**config.mk**
```make
export PLATFORM = sky130hd
export DESIGN_NAME = adcc_ctrl
export DESIGN_NICKNAME = d
export VERILOG_FILES = /design/src/rtl/adcc_ctrl.v
export VERILOG_INCLUDE_DIRS = /design/src /design/src/rtl
export SDC_FILE = /design/constraint.sdc
export NUM_CORES = 1
export LEC_CHECK = 0
export BUFFER_PORTS_ARGS = -buffer_cell sky130_fd_sc_hd__buf_2
export CORE_MARGIN = 2
export CORE_UTILIZATION = 55
export CTS_CLUSTER_SIZE = 24
export DETAILED_ROUTE_END_ITERATION = 10
export GPL_ROUTABILITY_DRIVEN = 0
export GPL_TIMING_DRIVEN = 1
export PLACE_DENSITY = 0.75
export RECOVER_POWER = 50
export SLEW_MARGIN = 0
export SYNTH_ARGS = -nofsm -noshare
export SYNTH_HDL_FRONTEND = slang
export SYNTH_SLANG_ARGS = --single-unit
```
**constraint.sdc**
```tcl
create_clock -name clk -period 4.9 [get_ports clk]
set_input_delay 0.735 -clock clk [delete_from_list [all_inputs] [get_ports clk]]
set_output_delay 0.735 -clock clk [all_outputs]
set_load 0.03 [all_outputs]
```
**src/rtl/adcc_defs.vh**
```
// Constants of the converter control block: offsets, fields and timing.
`ifndef ADCC_DEFS_VH
`define ADCC_DEFS_VH
`define ADCC_AW 5
`define ADCC_OFS_GEN 5'h00
`define ADCC_OFS_ACC 5'h01
`define ADCC_OFS_REFP 5'h02
`define ADCC_OFS_DLY 5'h03
`define ADCC_OFS_WMODE 5'h04
`define ADCC_OFS_SLEN 5'h05
`define ADCC_OFS_INSEL 5'h06
`define ADCC_OFS_CMD 5'h08
`define ADCC_OFS_EVT 5'h09
`define ADCC_OFS_IEN 5'h0a
`define ADCC_OFS_IFLG 5'h0b
`define ADCC_OFS_DBG 5'h0c
`define ADCC_OFS_SCR 5'h0d
`define ADCC_OFS_RES_L 5'h10
`define ADCC_OFS_RES_H 5'h11
`define ADCC_OFS_WLO_L 5'h12
`define ADCC_OFS_WLO_H 5'h13
`define ADCC_OFS_WHI_L 5'h14
`define ADCC_OFS_WHI_H 5'h15
`define ADCC_OFS_TRIM 5'h16
`define ADCC_GEN_ENABLE 0
`define ADCC_GEN_CONT 1
`define ADCC_GEN_RES8 2
`define ADCC_GEN_SBRUN 7
`define ADCC_GEN_MASK 8'h87
`define ADCC_REFP_MASK 8'h77
`define ADCC_FLG_RDY 0
`define ADCC_FLG_WIN 1
`define ADCC_WM_NONE 3'h0
`define ADCC_WM_BELOW 3'h1
`define ADCC_WM_ABOVE 3'h2
`define ADCC_WM_INSIDE 3'h3
`define ADCC_WM_OUTSIDE 3'h4
`define ADCC_ACC_MAX 3'h6
`define ADCC_DLY_MAX 3'h5
`define ADCC_DLY_BASE 9'h010
`define ADCC_CONV_BASE 7'h0d
`define ADCC_RESET_BYTE 8'h00
`endif

```
**src/rtl/adcc_ctrl.v**
```verilog
// Control, event, interrupt and sleep logic of a 10-bit converter.
//
// The implementer's own choice: the plain strobed port.
`timescale 1ns/100ps
`include "adcc_defs.vh"

module adcc_ctrl #(
    parameter DW = 8,
    parameter SW = 10
) (
    input wire clk,
    input wire rst,
    input wire ce,
    input wire [`ADCC_AW-1:0] addr,
    input wire [DW-1:0] wdata,
    input wire wr,
    input wire rd,
    output reg [DW-1:0] rdata,
    input wire start_evt,
    output reg result_ready_evt,
    output wire irq,
    input wire standby_sleep,
    input wire powerdown_sleep,
    input wire debug_halt,
    output wire peripheral_clock_req,
    input wire [SW-1:0] sample_data,
    output wire sampling,
    output wire [4:0] input_sel,
    output wire [DW-1:0] ref_prescale,
    output wire trim_bit,
    output reg result_invalid
);

    localparam ST_IDLE = 3'b001;
    localparam ST_INIT = 3'b010;
    localparam ST_CONV = 3'b100;

    reg [7:0] general_control;
    reg [2:0] accumulation_control;
    reg [7:0] reference_prescale_control;
    reg [7:0] delay_control;
    reg [2:0] window_mode_control;
    reg [4:0] sample_length_control;
    reg [4:0] input_select;
    reg conversion_start;
    reg event_start_enable;
    reg [1:0] interrupt_enable;
    reg [1:0] interrupt_flags;
    reg debug_keep_running;
    reg [7:0] scratch_byte;
    reg [15:0] converted_value;
    reg [15:0] window_low_threshold;
    reg [15:0] window_high_threshold;
    reg duty_cycle_trim;

    reg [2:0] state;
    reg [7:0] presc_cnt;
    reg [8:0] cyc_cnt;
    reg [6:0] samp_idx;
    reg [15:0] acc;
    reg evt_prev;
    reg was_active;
    reg frozen_mid;

    wire enable = general_control[`ADCC_GEN_ENABLE];
    wire continuous_conversion = general_control[`ADCC_GEN_CONT];
    wire res8 = general_control[`ADCC_GEN_RES8];
    wire standby_run = general_control[`ADCC_GEN_SBRUN];
    wire [2:0] initial_delay = delay_control[7:5];
    wire sdv_en = delay_control[4];
    wire [3:0] samp_dly = delay_control[3:0];
    wire [2:0] presc = reference_prescale_control[2:0];

    // Standby without the run bit and power-down both stop the converter.
    wire dbg_stop = debug_halt & ~debug_keep_running;
    wire active = enable & ~powerdown_sleep & ~dbg_stop &
        (~standby_sleep | standby_run);

    wire [8:0] presc_top9 = (9'h002 << presc) - 9'h001;
    wire [7:0] presc_top = presc_top9[7:0];
    wire tick = active & (presc_cnt == presc_top);

    // Prescaled converter cycles.
    wire [8:0] init_len = (initial_delay == 3'h0 ||
        initial_delay > `ADCC_DLY_MAX) ? 9'h000 :
        (`ADCC_DLY_BASE << (initial_delay - 3'h1));
    wire [6:0] conv_len = `ADCC_CONV_BASE + {3'h0, samp_dly} +
        {2'h0, sample_length_control};
    wire [2:0] acc_sel = (accumulation_control > `ADCC_ACC_MAX) ?
        3'h0 : accumulation_control;
    wire [6:0] samp_last = (7'h01 << acc_sel) - 7'h01;

    wire samp_done = (state == ST_CONV) & tick &
        (cyc_cnt == {2'h0, conv_len} - 9'h001);
    wire final_samp = samp_done & (samp_idx == samp_last);

    wire [9:0] samp_val = res8 ? {2'h0, sample_data[SW-1:SW-8]} :
        sample_data[9:0];
    wire [15:0] total = acc + {6'h00, samp_val};

    reg win_hit;
    always @* begin
        case (window_mode_control)
            `ADCC_WM_BELOW: win_hit = total < window_low_threshold;
            `ADCC_WM_ABOVE: win_hit = total > window_high_threshold;
            `ADCC_WM_INSIDE: win_hit = (total > window_low_threshold) &&
                (total < window_high_threshold);
            `ADCC_WM_OUTSIDE: win_hit = (total < window_low_threshold) ||
                (total > window_high_threshold);
            default: win_hit = 1'b0;
        endcase
    end

    wire evt_rise = start_evt & ~evt_prev;
    wire evt_start = evt_rise & event_start_enable & enable;
    wire sw_start = wr & (addr == `ADCC_OFS_CMD) & wdata[0];
    // Continuous mode keeps the start bit, so the next sample follows.
    wire clr_start = final_samp & ~continuous_conversion;
    wire set_rdy = final_samp;
    wire set_win = final_samp & win_hit;
    wire flg_wr = wr & (addr == `ADCC_OFS_IFLG);

    assign irq = |(interrupt_enable & interrupt_flags);
    // In standby the clock is held across a conversion and across the start-up delay.
    assign peripheral_clock_req = standby_sleep & active &
        (state != ST_IDLE);
    assign sampling = (state == ST_CONV);
    assign input_sel = input_select;
    assign ref_prescale = reference_prescale_control;
    assign trim_bit = duty_cycle_trim;

    always @(posedge clk) begin
        if (rst) begin
            general_control <= `ADCC_RESET_BYTE;
            accumulation_control <= 3'h0;
            reference_prescale_control <= `ADCC_RESET_BYTE;
            window_mode_control <= `ADCC_WM_NONE;
            sample_length_control <= 5'h00;
            input_select <= 5'h00;
            event_start_enable <= 1'b0;
            interrupt_enable <= 2'h0;
            debug_keep_running <= 1'b0;
            scratch_byte <= `ADCC_RESET_BYTE;
            window_low_threshold <= 16'h0000;
            window_high_threshold <= 16'h0000;
            duty_cycle_trim <= 1'b0;
        end else if (ce && wr) begin
            case (addr)
                `ADCC_OFS_GEN: general_control <= wdata & `ADCC_GEN_MASK;
                `ADCC_OFS_ACC: accumulation_control <= wdata[2:0];
                `ADCC_OFS_REFP:
                    reference_prescale_control <= wdata & `ADCC_REFP_MASK;
                `ADCC_OFS_WMODE: window_mode_control <= wdata[2:0];
                `ADCC_OFS_SLEN: sample_length_control <= wdata[4:0];
                `ADCC_OFS_INSEL: input_select <= wdata[4:0];
                `ADCC_OFS_EVT: event_start_enable <= wdata[0];
                `ADCC_OFS_IEN: interrupt_enable <= wdata[1:0];
                `ADCC_OFS_DBG: debug_keep_running <= wdata[0];
                `ADCC_OFS_SCR: scratch_byte <= wdata;
                `ADCC_OFS_WLO_L: window_low_threshold[7:0] <= wdata;
                `ADCC_OFS_WLO_H: window_low_threshold[15:8] <= wdata;
                `ADCC_OFS_WHI_L: window_high_threshold[7:0] <= wdata;
                `ADCC_OFS_WHI_H: window_high_threshold[15:8] <= wdata;
                `ADCC_OFS_TRIM: duty_cycle_trim <= wdata[0];
                default: ;
            endcase
        end
    end

    // Sampling delay is shared by software writes and hardware stepping.
    always @(posedge clk) begin
        if (rst) begin
            delay_control <= `ADCC_RESET_BYTE;
        end else if (ce) begin
            if (wr && addr == `ADCC_OFS_DLY) begin
                delay_control <= wdata;
            end else if (samp_done && sdv_en) begin
                delay_control[3:0] <= samp_dly + 4'h1;
            end
        end
    end

    // Set wins over clear for the start bit and for both flags.
    always @(posedge clk) begin
        if (rst) begin
            conversion_start <= 1'b0;
            interrupt_flags <= 2'h0;
            evt_prev <= 1'b0;
        end else if (ce) begin
            evt_prev <= start_evt;
            if (sw_start || evt_start) begin
                conversion_start <= 1'b1;
            end else if (clr_start || !enable) begin
                conversion_start <= 1'b0;
            end else if (wr && addr == `ADCC_OFS_CMD) begin
                conversion_start <= wdata[0];
            end
            interrupt_flags[`ADCC_FLG_RDY] <= set_rdy |
                (interrupt_flags[`ADCC_FLG_RDY] &
                ~(flg_wr & wdata[`ADCC_FLG_RDY]));
            interrupt_flags[`ADCC_FLG_WIN] <= set_win |
                (interrupt_flags[`ADCC_FLG_WIN] &
                ~(flg_wr & wdata[`ADCC_FLG_WIN]));
        end
    end

    // The prescaler only runs while the converter is active.
    always @(posedge clk) begin
        if (rst) begin
            presc_cnt <= 8'h00;
        end else if (ce) begin
            if (!active || presc_cnt == presc_top) begin
                presc_cnt <= 8'h00;
            end else begin
                presc_cnt <= presc_cnt + 8'h01;
            end
        end
    end

    always @(posedge clk) begin
        if (rst) begin
            state <= ST_IDLE;
            cyc_cnt <= 9'h000;
            samp_idx <= 7'h00;
            acc <= 16'h0000;
            was_active <= 1'b0;
            frozen_mid <= 1'b0;
            converted_value <= 16'h0000;
            result_invalid <= 1'b0;
            result_ready_evt <= 1'b0;
        end else if (ce) begin
            was_active <= active;
            result_ready_evt <= set_rdy & enable;
            if (powerdown_sleep && state == ST_CONV) begin
                frozen_mid <= 1'b1;
            end
            if (!enable) begin
                state <= ST_IDLE;
                frozen_mid <= 1'b0;
            end else if (active) begin
                // Frozen while enabled but inactive; resumes where it stopped.
                case (state)
                    ST_IDLE: begin
                        if (!was_active && init_len != 9'h000) begin
                            state <= ST_INIT;
                            cyc_cnt <= 9'h000;
                        end else if (conversion_start && tick) begin
                            state <= ST_CONV;
                            cyc_cnt <= 9'h000;
                            samp_idx <= 7'h00;
                            acc <= 16'h0000;
                        end
                    end
                    ST_INIT: begin
                        if (tick) begin
                            if (cyc_cnt == init_len - 9'h001) begin
                                state <= ST_IDLE;
                            end else begin
                                cyc_cnt <= cyc_cnt + 9'h001;
                            end
                        end
                    end
                    ST_CONV: begin
                        if (final_samp) begin
                            converted_value <= total;
                            result_invalid <= frozen_mid;
                            frozen_mid <= 1'b0;
                            acc <= 16'h0000;
                            samp_idx <= 7'h00;
                            cyc_cnt <= 9'h000;
                            if (!continuous_conversion) begin
                                state <= ST_IDLE;
                            end
                        end else if (samp_done) begin
                            acc <= total;
                            samp_idx <= samp_idx + 7'h01;
                            cyc_cnt <= 9'h000;
                        end else if (tick) begin
                            cyc_cnt <= cyc_cnt + 9'h001;
                        end
                    end
                    default: state <= ST_IDLE;
                endcase
            end
        end
    end

    always @(posedge clk) begin
        if (rst) begin
            rdata <= `ADCC_RESET_BYTE;
        end else if (ce) begin
            rdata <= `ADCC_RESET_BYTE;
            if (rd) begin
                case (addr)
                    `ADCC_OFS_GEN: rdata <= general_control;
                    `ADCC_OFS_ACC: rdata <= {5'h00, accumulation_control};
                    `ADCC_OFS_REFP: rdata <= reference_prescale_control;
                    `ADCC_OFS_DLY: rdata <= delay_control;
                    `ADCC_OFS_WMODE: rdata <= {5'h00, window_mode_control};
                    `ADCC_OFS_SLEN: rdata <= {3'h0, sample_length_control};
                    `ADCC_OFS_INSEL: rdata <= {3'h0, input_select};
                    `ADCC_OFS_CMD: rdata <= {7'h00, conversion_start};
                    `ADCC_OFS_EVT: rdata <= {7'h00, event_start_enable};
                    `ADCC_OFS_IEN: rdata <= {6'h00, interrupt_enable};
                    `ADCC_OFS_IFLG: rdata <= {6'h00, interrupt_flags};
                    `ADCC_OFS_DBG: rdata <= {7'h00, debug_keep_running};
                    `ADCC_OFS_SCR: rdata <= scratch_byte;
                    `ADCC_OFS_RES_L: rdata <= converted_value[7:0];
                    `ADCC_OFS_RES_H: rdata <= converted_value[15:8];
                    `ADCC_OFS_WLO_L: rdata <= window_low_threshold[7:0];
                    `ADCC_OFS_WLO_H: rdata <= window_low_threshold[15:8];
                    `ADCC_OFS_WHI_L: rdata <= window_high_threshold[7:0];
                    `ADCC_OFS_WHI_H: rdata <= window_high_threshold[15:8];
                    `ADCC_OFS_TRIM: rdata <= {7'h00, duty_cycle_trim};
                    default: rdata <= `ADCC_RESET_BYTE;
                endcase
            end
        end
    end

endmodule // adcc_ctrl

```
* Word level (Yosys, flattened, before mapping) *
Cells that the tools add are included.

word-level totals
  input port bits = 32
  register bits after elaboration = 154
  logic and storage cells = 221
  output and inout bits = 27

operators by class
  mux-type cells = 44
  magnitude comparators = 6
  $add $sub $neg = 12
  equality and inequality tests = 44
  bitwise logic cells = 35
  shift operators = 3
  reduce and logical (&&, ||, !) cells = 46

operator list
  cell                                           number
  case mux 8 bit (20 select lines)               1
  2-to-1 mux 9 bit                               8
  2-to-1 mux 16 bit                              4
  AND reduction 2 bit                            18
  == test 5 bit, second input constant           7
  > comparator 16 bit                            2
  < comparator 16 bit                            2
  case mux 16 bit (2 select lines)               1
  == test 5 x 4 -> 1 bit, second input constant  6
  2-to-1 mux 7 bit                               4
  2-to-1 mux 3 bit                               9
  case mux 9 bit (3 select lines)                1
  bitwise AND 1 bit                              23
  == test 9 bit                                  2
  adder 16 x 10 -> 16 bit                        1
  2-to-1 mux 8 bit                               2
  == test 5 x 3 -> 1 bit, second input constant  3
  case mux 7 bit (2 select lines)                1
  AND reduction 7 bit                            2
  != test 3 bit, second input constant           4
  == test 5 x 2 -> 1 bit, second input constant  2
  2-to-1 mux 10 bit                              1
  adder 9 x 1 -> 9 bit, second input constant    1
  == test 3 x 2 -> 1 bit, second input constant  3
  other kinds (43)                               82

* Longest topological paths before layout *
  depth after elaboration = 13
  mapped depth = 19
  gate-level depth less buffers = 18

* Worst setup path after synthesis *
No wires, ideal clock.

  path kind = register -> register
  start point = reg general_control[2]
  end point = reg interrupt_flags[1]
  buffers on the path = 1
  setup slack = 731 ps
  clock period less this slack = 4,169 ps
  data arrival time = 4,083 ps
  setup time = 86 ps
  required time = 4,814 ps
  stages on the path, launching flop included = 19
  cells stage by stage = dfxtp_1 -> buf_1 -> mux2i_1 -> inv_1 -> ha_1 -> a21o_1 -> a21oi_1 -> o21a_1 -> nor3_1 -> o311ai_0 -> xnor2_1 -> ha_1 -> and4_1 -> and3_1 -> o21ai_0 -> o31ai_1 -> nand4_1 -> a41o_1 -> a211oi_1

between the ends
  word-level cells in the longest chain between the ends = 7
  elaborated cells between the ends (all ways) = 11
  those cells by class = 1 x add/sub; 4 x order compare; 2 x mux; 2 x bitwise; 2 x reduce/logical

ends and longest elaborated chain
  item                                                          RTL line                          text
  from (decl)                                                   adcc_ctrl.v:38                    reg [7:0] general_control;
  from (signal assigned)                                        adcc_ctrl.v:134                   general_control <= `ADCC_RESET_BYTE;
  from (signal assigned)                                        adcc_ctrl.v:149                   `ADCC_OFS_GEN: general_control <= wdata & `ADCC_GEN_MASK;
  2-to-1 mux 10 bit *                                           adcc_ctrl.v:97                    wire [9:0] samp_val = res8 ? {2'h0, sample_data[SW-1:SW-8]} :
  adder 16 x 10 -> 16 bit *                                     adcc_ctrl.v:99                    wire [15:0] total = acc + {6'h00, samp_val};
  via total[15]                                                 adcc_ctrl.v:99
  < comparator 16 bit (tied with other cells)                   adcc_ctrl.v:104, adcc_ctrl.v:108
  logical OR 1 bit / logical AND 1 bit (equally long branches)  adcc_ctrl.v:108, adcc_ctrl.v:106
  case mux 1 bit (4 select lines) *                             adcc_ctrl.v:103                   case (window_mode_control)
  bitwise AND 1 bit *                                           adcc_ctrl.v:120                   wire set_win = final_samp & win_hit;
  OR 1 bit *                                                    adcc_ctrl.v:201                   interrupt_flags[`ADCC_FLG_WIN] <= set_win |
  to (signal, indexed assignment)                               adcc_ctrl.v:198                   interrupt_flags[`ADCC_FLG_RDY] <= set_rdy |
  to (signal, indexed assignment)                               adcc_ctrl.v:201
  to (decl)                                                     adcc_ctrl.v:48                    reg [1:0] interrupt_flags;

The timed path passes the listed nets; every way through them passes the cells marked *.
A chain may end at the register's enable or synchronous reset.

* Worst setup path after layout *
Ends and elaborated chain as after synthesis.

==> metrics.md <==
| Metric | Value |
|---|---|
| Status | finished with violations |
| Violated checks | capacitance limit, slew limit |
| Ratio of final minimum period to clock period | 0.9158 |
| Total GRT Usage | 0.3210 |
| Top-count cell post-synth | nand2_1 |
| Largest net degree at the start of global routing | about 110 |
| Rows | 47 |
| Drt pass-1 iters | 7 |
| Mux cell area share after synthesis | 0.02887 |
| Skew-Pair Late Insertion Delay | around 0.44 ns |
| Die height | between 100 and 150 um |
| WHS Path Cells | 2 |
| Yosys top cell area share | 0.3263 |
| Synth Area in Compound Gates | 0.2021 |
| Least-Margin Pin Slew | about 2.5 ns |
| Detail Route Antenna Nets | 0 |
| Post-Syn Instances | around 1200 |
| Max_cap viols | 1 |
| Clock Tree Buf Depth | 2 |
| Ports | 59 |
| DIE WIDTH | around 140 um |
| #FFs+latches synth | approximately 150 |
| Number of cells on the worst reg-to-reg path | 17 |
| Initial antenna violation count | 0 |
| Final WL | approximately 29 mm |
| Area of the multi-input gates | slightly below 6000 um^2 |
| Sequence of cells on the critical path | mux2i_1 > inv_1 > ha_1 > a21o_1 > a21oi_1 > o21a_1 > or3_1 > nand3_1 > xnor2_1 > ha_1 > a21o_1 > a21o_1 > a221o_1 > a221oi_1 > o31ai_1 > a41o_1 > a211oi_1 |
| PwrDens | 265.6 nW/um^2 |
| Area delta synth->final | 10.25% |
| Cell Area, Synth | ~9400 um^2 |
| First-pass GRT wire length | 45.51 mm |
| Post-Synth XOR/XNOR Area | 0.04449 |
| Max FO, Critical Path | 10 |
| Worst path most repeated cell | a21o_1 |
| Total chip power | 2.767 mW |
| Fin crit period | 4.487 ns |
| Fin nets | 1343 |
| Final hold violations | 0 |
| Number of H-tree levels | 4 |
| Synth top area cells | dfxtp_1 (33%), ha_1 (7.9%), nand2_1 (7.5%) |
| Required @ worst endpoint | roughly 5.3 ns |
| CTS sink cnt | roughly 150 |
| Slowest cell on crit path | dfxtp_1 |
| TritonCTS clock tree | done |
| Simple-gate portion of the synthesized area | 0.2558 |
| CP max stage delay | approximately 0.56 ns |
| Dpl ws | approximately 0.2 ns |
| Fill cell count | ~1500 |
| WHS | between 0.4 and 0.5 ns |
| Post-synth EDFFs | 0 |
| Setup Fix Bufs, Post-CTS | 0 |
| Slew margin rel. | -0.6766 |
| RSZ-0062 raised after global routing | no |
| Cts bufs inserted | 17 |
| Adder-cell share of the synthesized area | 0.08369 |
| Share of post-route cells with drive strength above 1 | 0.08637 |
| Clock Skew | approximately 0.012 ns |
| Vias per cell | approximately 6.2 |
| Post-DP HPWL | 20.40 mm |
| Mean post-synth cell area | approximately 7.7 um^2 |
| Top_reg_cell synth | dfxtp_1 |
| Vias in the first global route | between 8000 and 9000 |
| Seq/Total Area, Yosys | 0.3263 |
| Final Setup Violations | 0 |
| Residual DRC count | 0 |
| Register area | 3083 um^2 |
| Final antenna diode count | 0 |
| Core area | 16700 um^2 |
| Yosys warns | 0 |
| Starting Density | 0.5658 |
| Hold Path Class | flop to flop |
| Setup TNS | 0 ns |
| Max Fclk | between 200 and 250 MHz |
| Post-synth top area cell | dfxtp_1 |
| Initial DRC count | 1100 |
| Startpoint Class | flop |
| Largest family of logic cells by synthesized area | simple AND/OR/NAND/NOR gates |
| Port buffer count | between 50 and 60 |
| Grt total ovfl | 0 |
| VDD IR max | ~0.26 mV |
| Leakage | approximately 3.7 nW |
| Slew Limit Fails | 57 |
| CP Class | flop to flop |
| Die ar. | roughly 18000 um^2 |
| Worst-path clk slew | 0.07 ns |
| CTS Root Cell | clkbuf_16 |
| Post-synthesis async set-or-reset flop share | 0 |
| Top cells by count, synth | nand2_1 (190), dfxtp_1 (154), a21oi_1 (139), nand3_1 (77), nor2_1 (74) |
| DR vias | 9230 |
| Hold Buf Count CTS | 0 |
| Routed len/inst | ~19 um |
| Netlist cell types | 71 |
| Critical Path Sink Type | flop |
| WP data arrival | roughly 4.8 ns |
| Final worst slack | roughly 0.41 ns |
-- per-layer routing --
metal | share of wire | vias up | global-route usage
met5 | 0 | - | 0
met4 | 0.036 | 0 | 0.1354
met3 | 0.092 | 83 | 0.06269
met2 | 0.46 | 440 | 0.5172
met1 | 0.41 | 4302 | 0.4215
li1 | - | 4405 | -
-- state kept, by name, summed over array words and instances, names as in the netlist, 2 cells and up --
signal,count
acc,16
converted_value,16
window_high_threshold,16
window_low_threshold,16
cyc_cnt,9
delay_control,8
presc_cnt,8
rdata,8
scratch_byte,8
samp_idx,7
ref_prescale,6
input_sel,5
sample_length_control,5
general_control,4
accumulation_control,3
state,3
window_mode_control,3
interrupt_enable,2
interrupt_flags,2
-- final timing paths --
path | from | to | slack, ns
setup / recovery | general_control[2] | interrupt_flags[1] | 0.41
setup reg to reg | general_control[2] | interrupt_flags[1] | 0.41
hold reg to reg | converted_value[0] | converted_value[0] | 0.45
hold / removal | converted_value[0] | converted_value[0] | 0.45
-- worst max-delay path: cells and delay by family (launching register included) --
| kind | cells | cell delay, ns |
|---|---|---|
| buf+inv | 1 | 0.08 |
| xor+xnor | 1 | 0.41 |
| mux | 1 | 0.34 |
| flops | 1 | 0.56 |
| compound gates | 10 | 2.20 |
| simple gates | 2 | 0.20 |
| fa+ha+maj | 2 | 0.60 |
-- layout by cell type, fill, tap and decap left out, drive strengths merged, types with 26 or more instances in the layout --
master	netlist	layout
buf	14	51
a21oi	139	139
inv	65	68
dfxtp	154	154
nand2	190	190
ha	60	60
clkbuf	60	44
nand3	77	77
xnor2	35	35
nor2	74	74
o21ai	26	26
-- final cells by class --
class | instances | share of cell area
Timing Repair Buffer | 76 | 0.03831
Inverter | 65 | 0.02342
Clock buffer | 19 | 0.04156
Multi-Input combinational cell | 935 | 0.5607
Tap cell | 220 | 0.02642
Sequential cell | 154 | 0.2959
Clock inverter | 13 | 0.01369
-- report_power, final --
part           switching [mW]  internal [mW]  total, mW
registers             0.00458           1.26       1.26
clock network           0.573          0.753       1.33
logic                   0.126         0.0555      0.182
total                   0.704           2.06       2.77
-- per-stage QoR --
step                cells  cell area, um^2    util
floorplan            1228             9453       -
global placement     1450             9876  0.5913
detailed placement   1450             9876  0.5913
CTS                  1482            10450  0.6258
global route         1482            10420  0.6238
finish               1482            10420  0.6238
-- cell families (layout without fill, tap and decap cells) --
logic type / count (synthesis) / after routing
other: 1 / 2
DFF: 154 / 154
adders and majority gates: 62 / 62
buffers and inverters: 139 / 173
AOI/OAI and AO/OA: 298 / 298
xor gates and xnor gates: 48 / 48
muxes: 26 / 26
and+or+nand+nor: 499 / 499
-- timing repair --
| item | CTS | global route |
|---|---|---|
| setup endpoints to repair | 0 | 1 |
| gates resized for setup | 0 | 1 |
| hold endpoints to repair | 0 | 0 |
(Power assumes the default switching activity.)
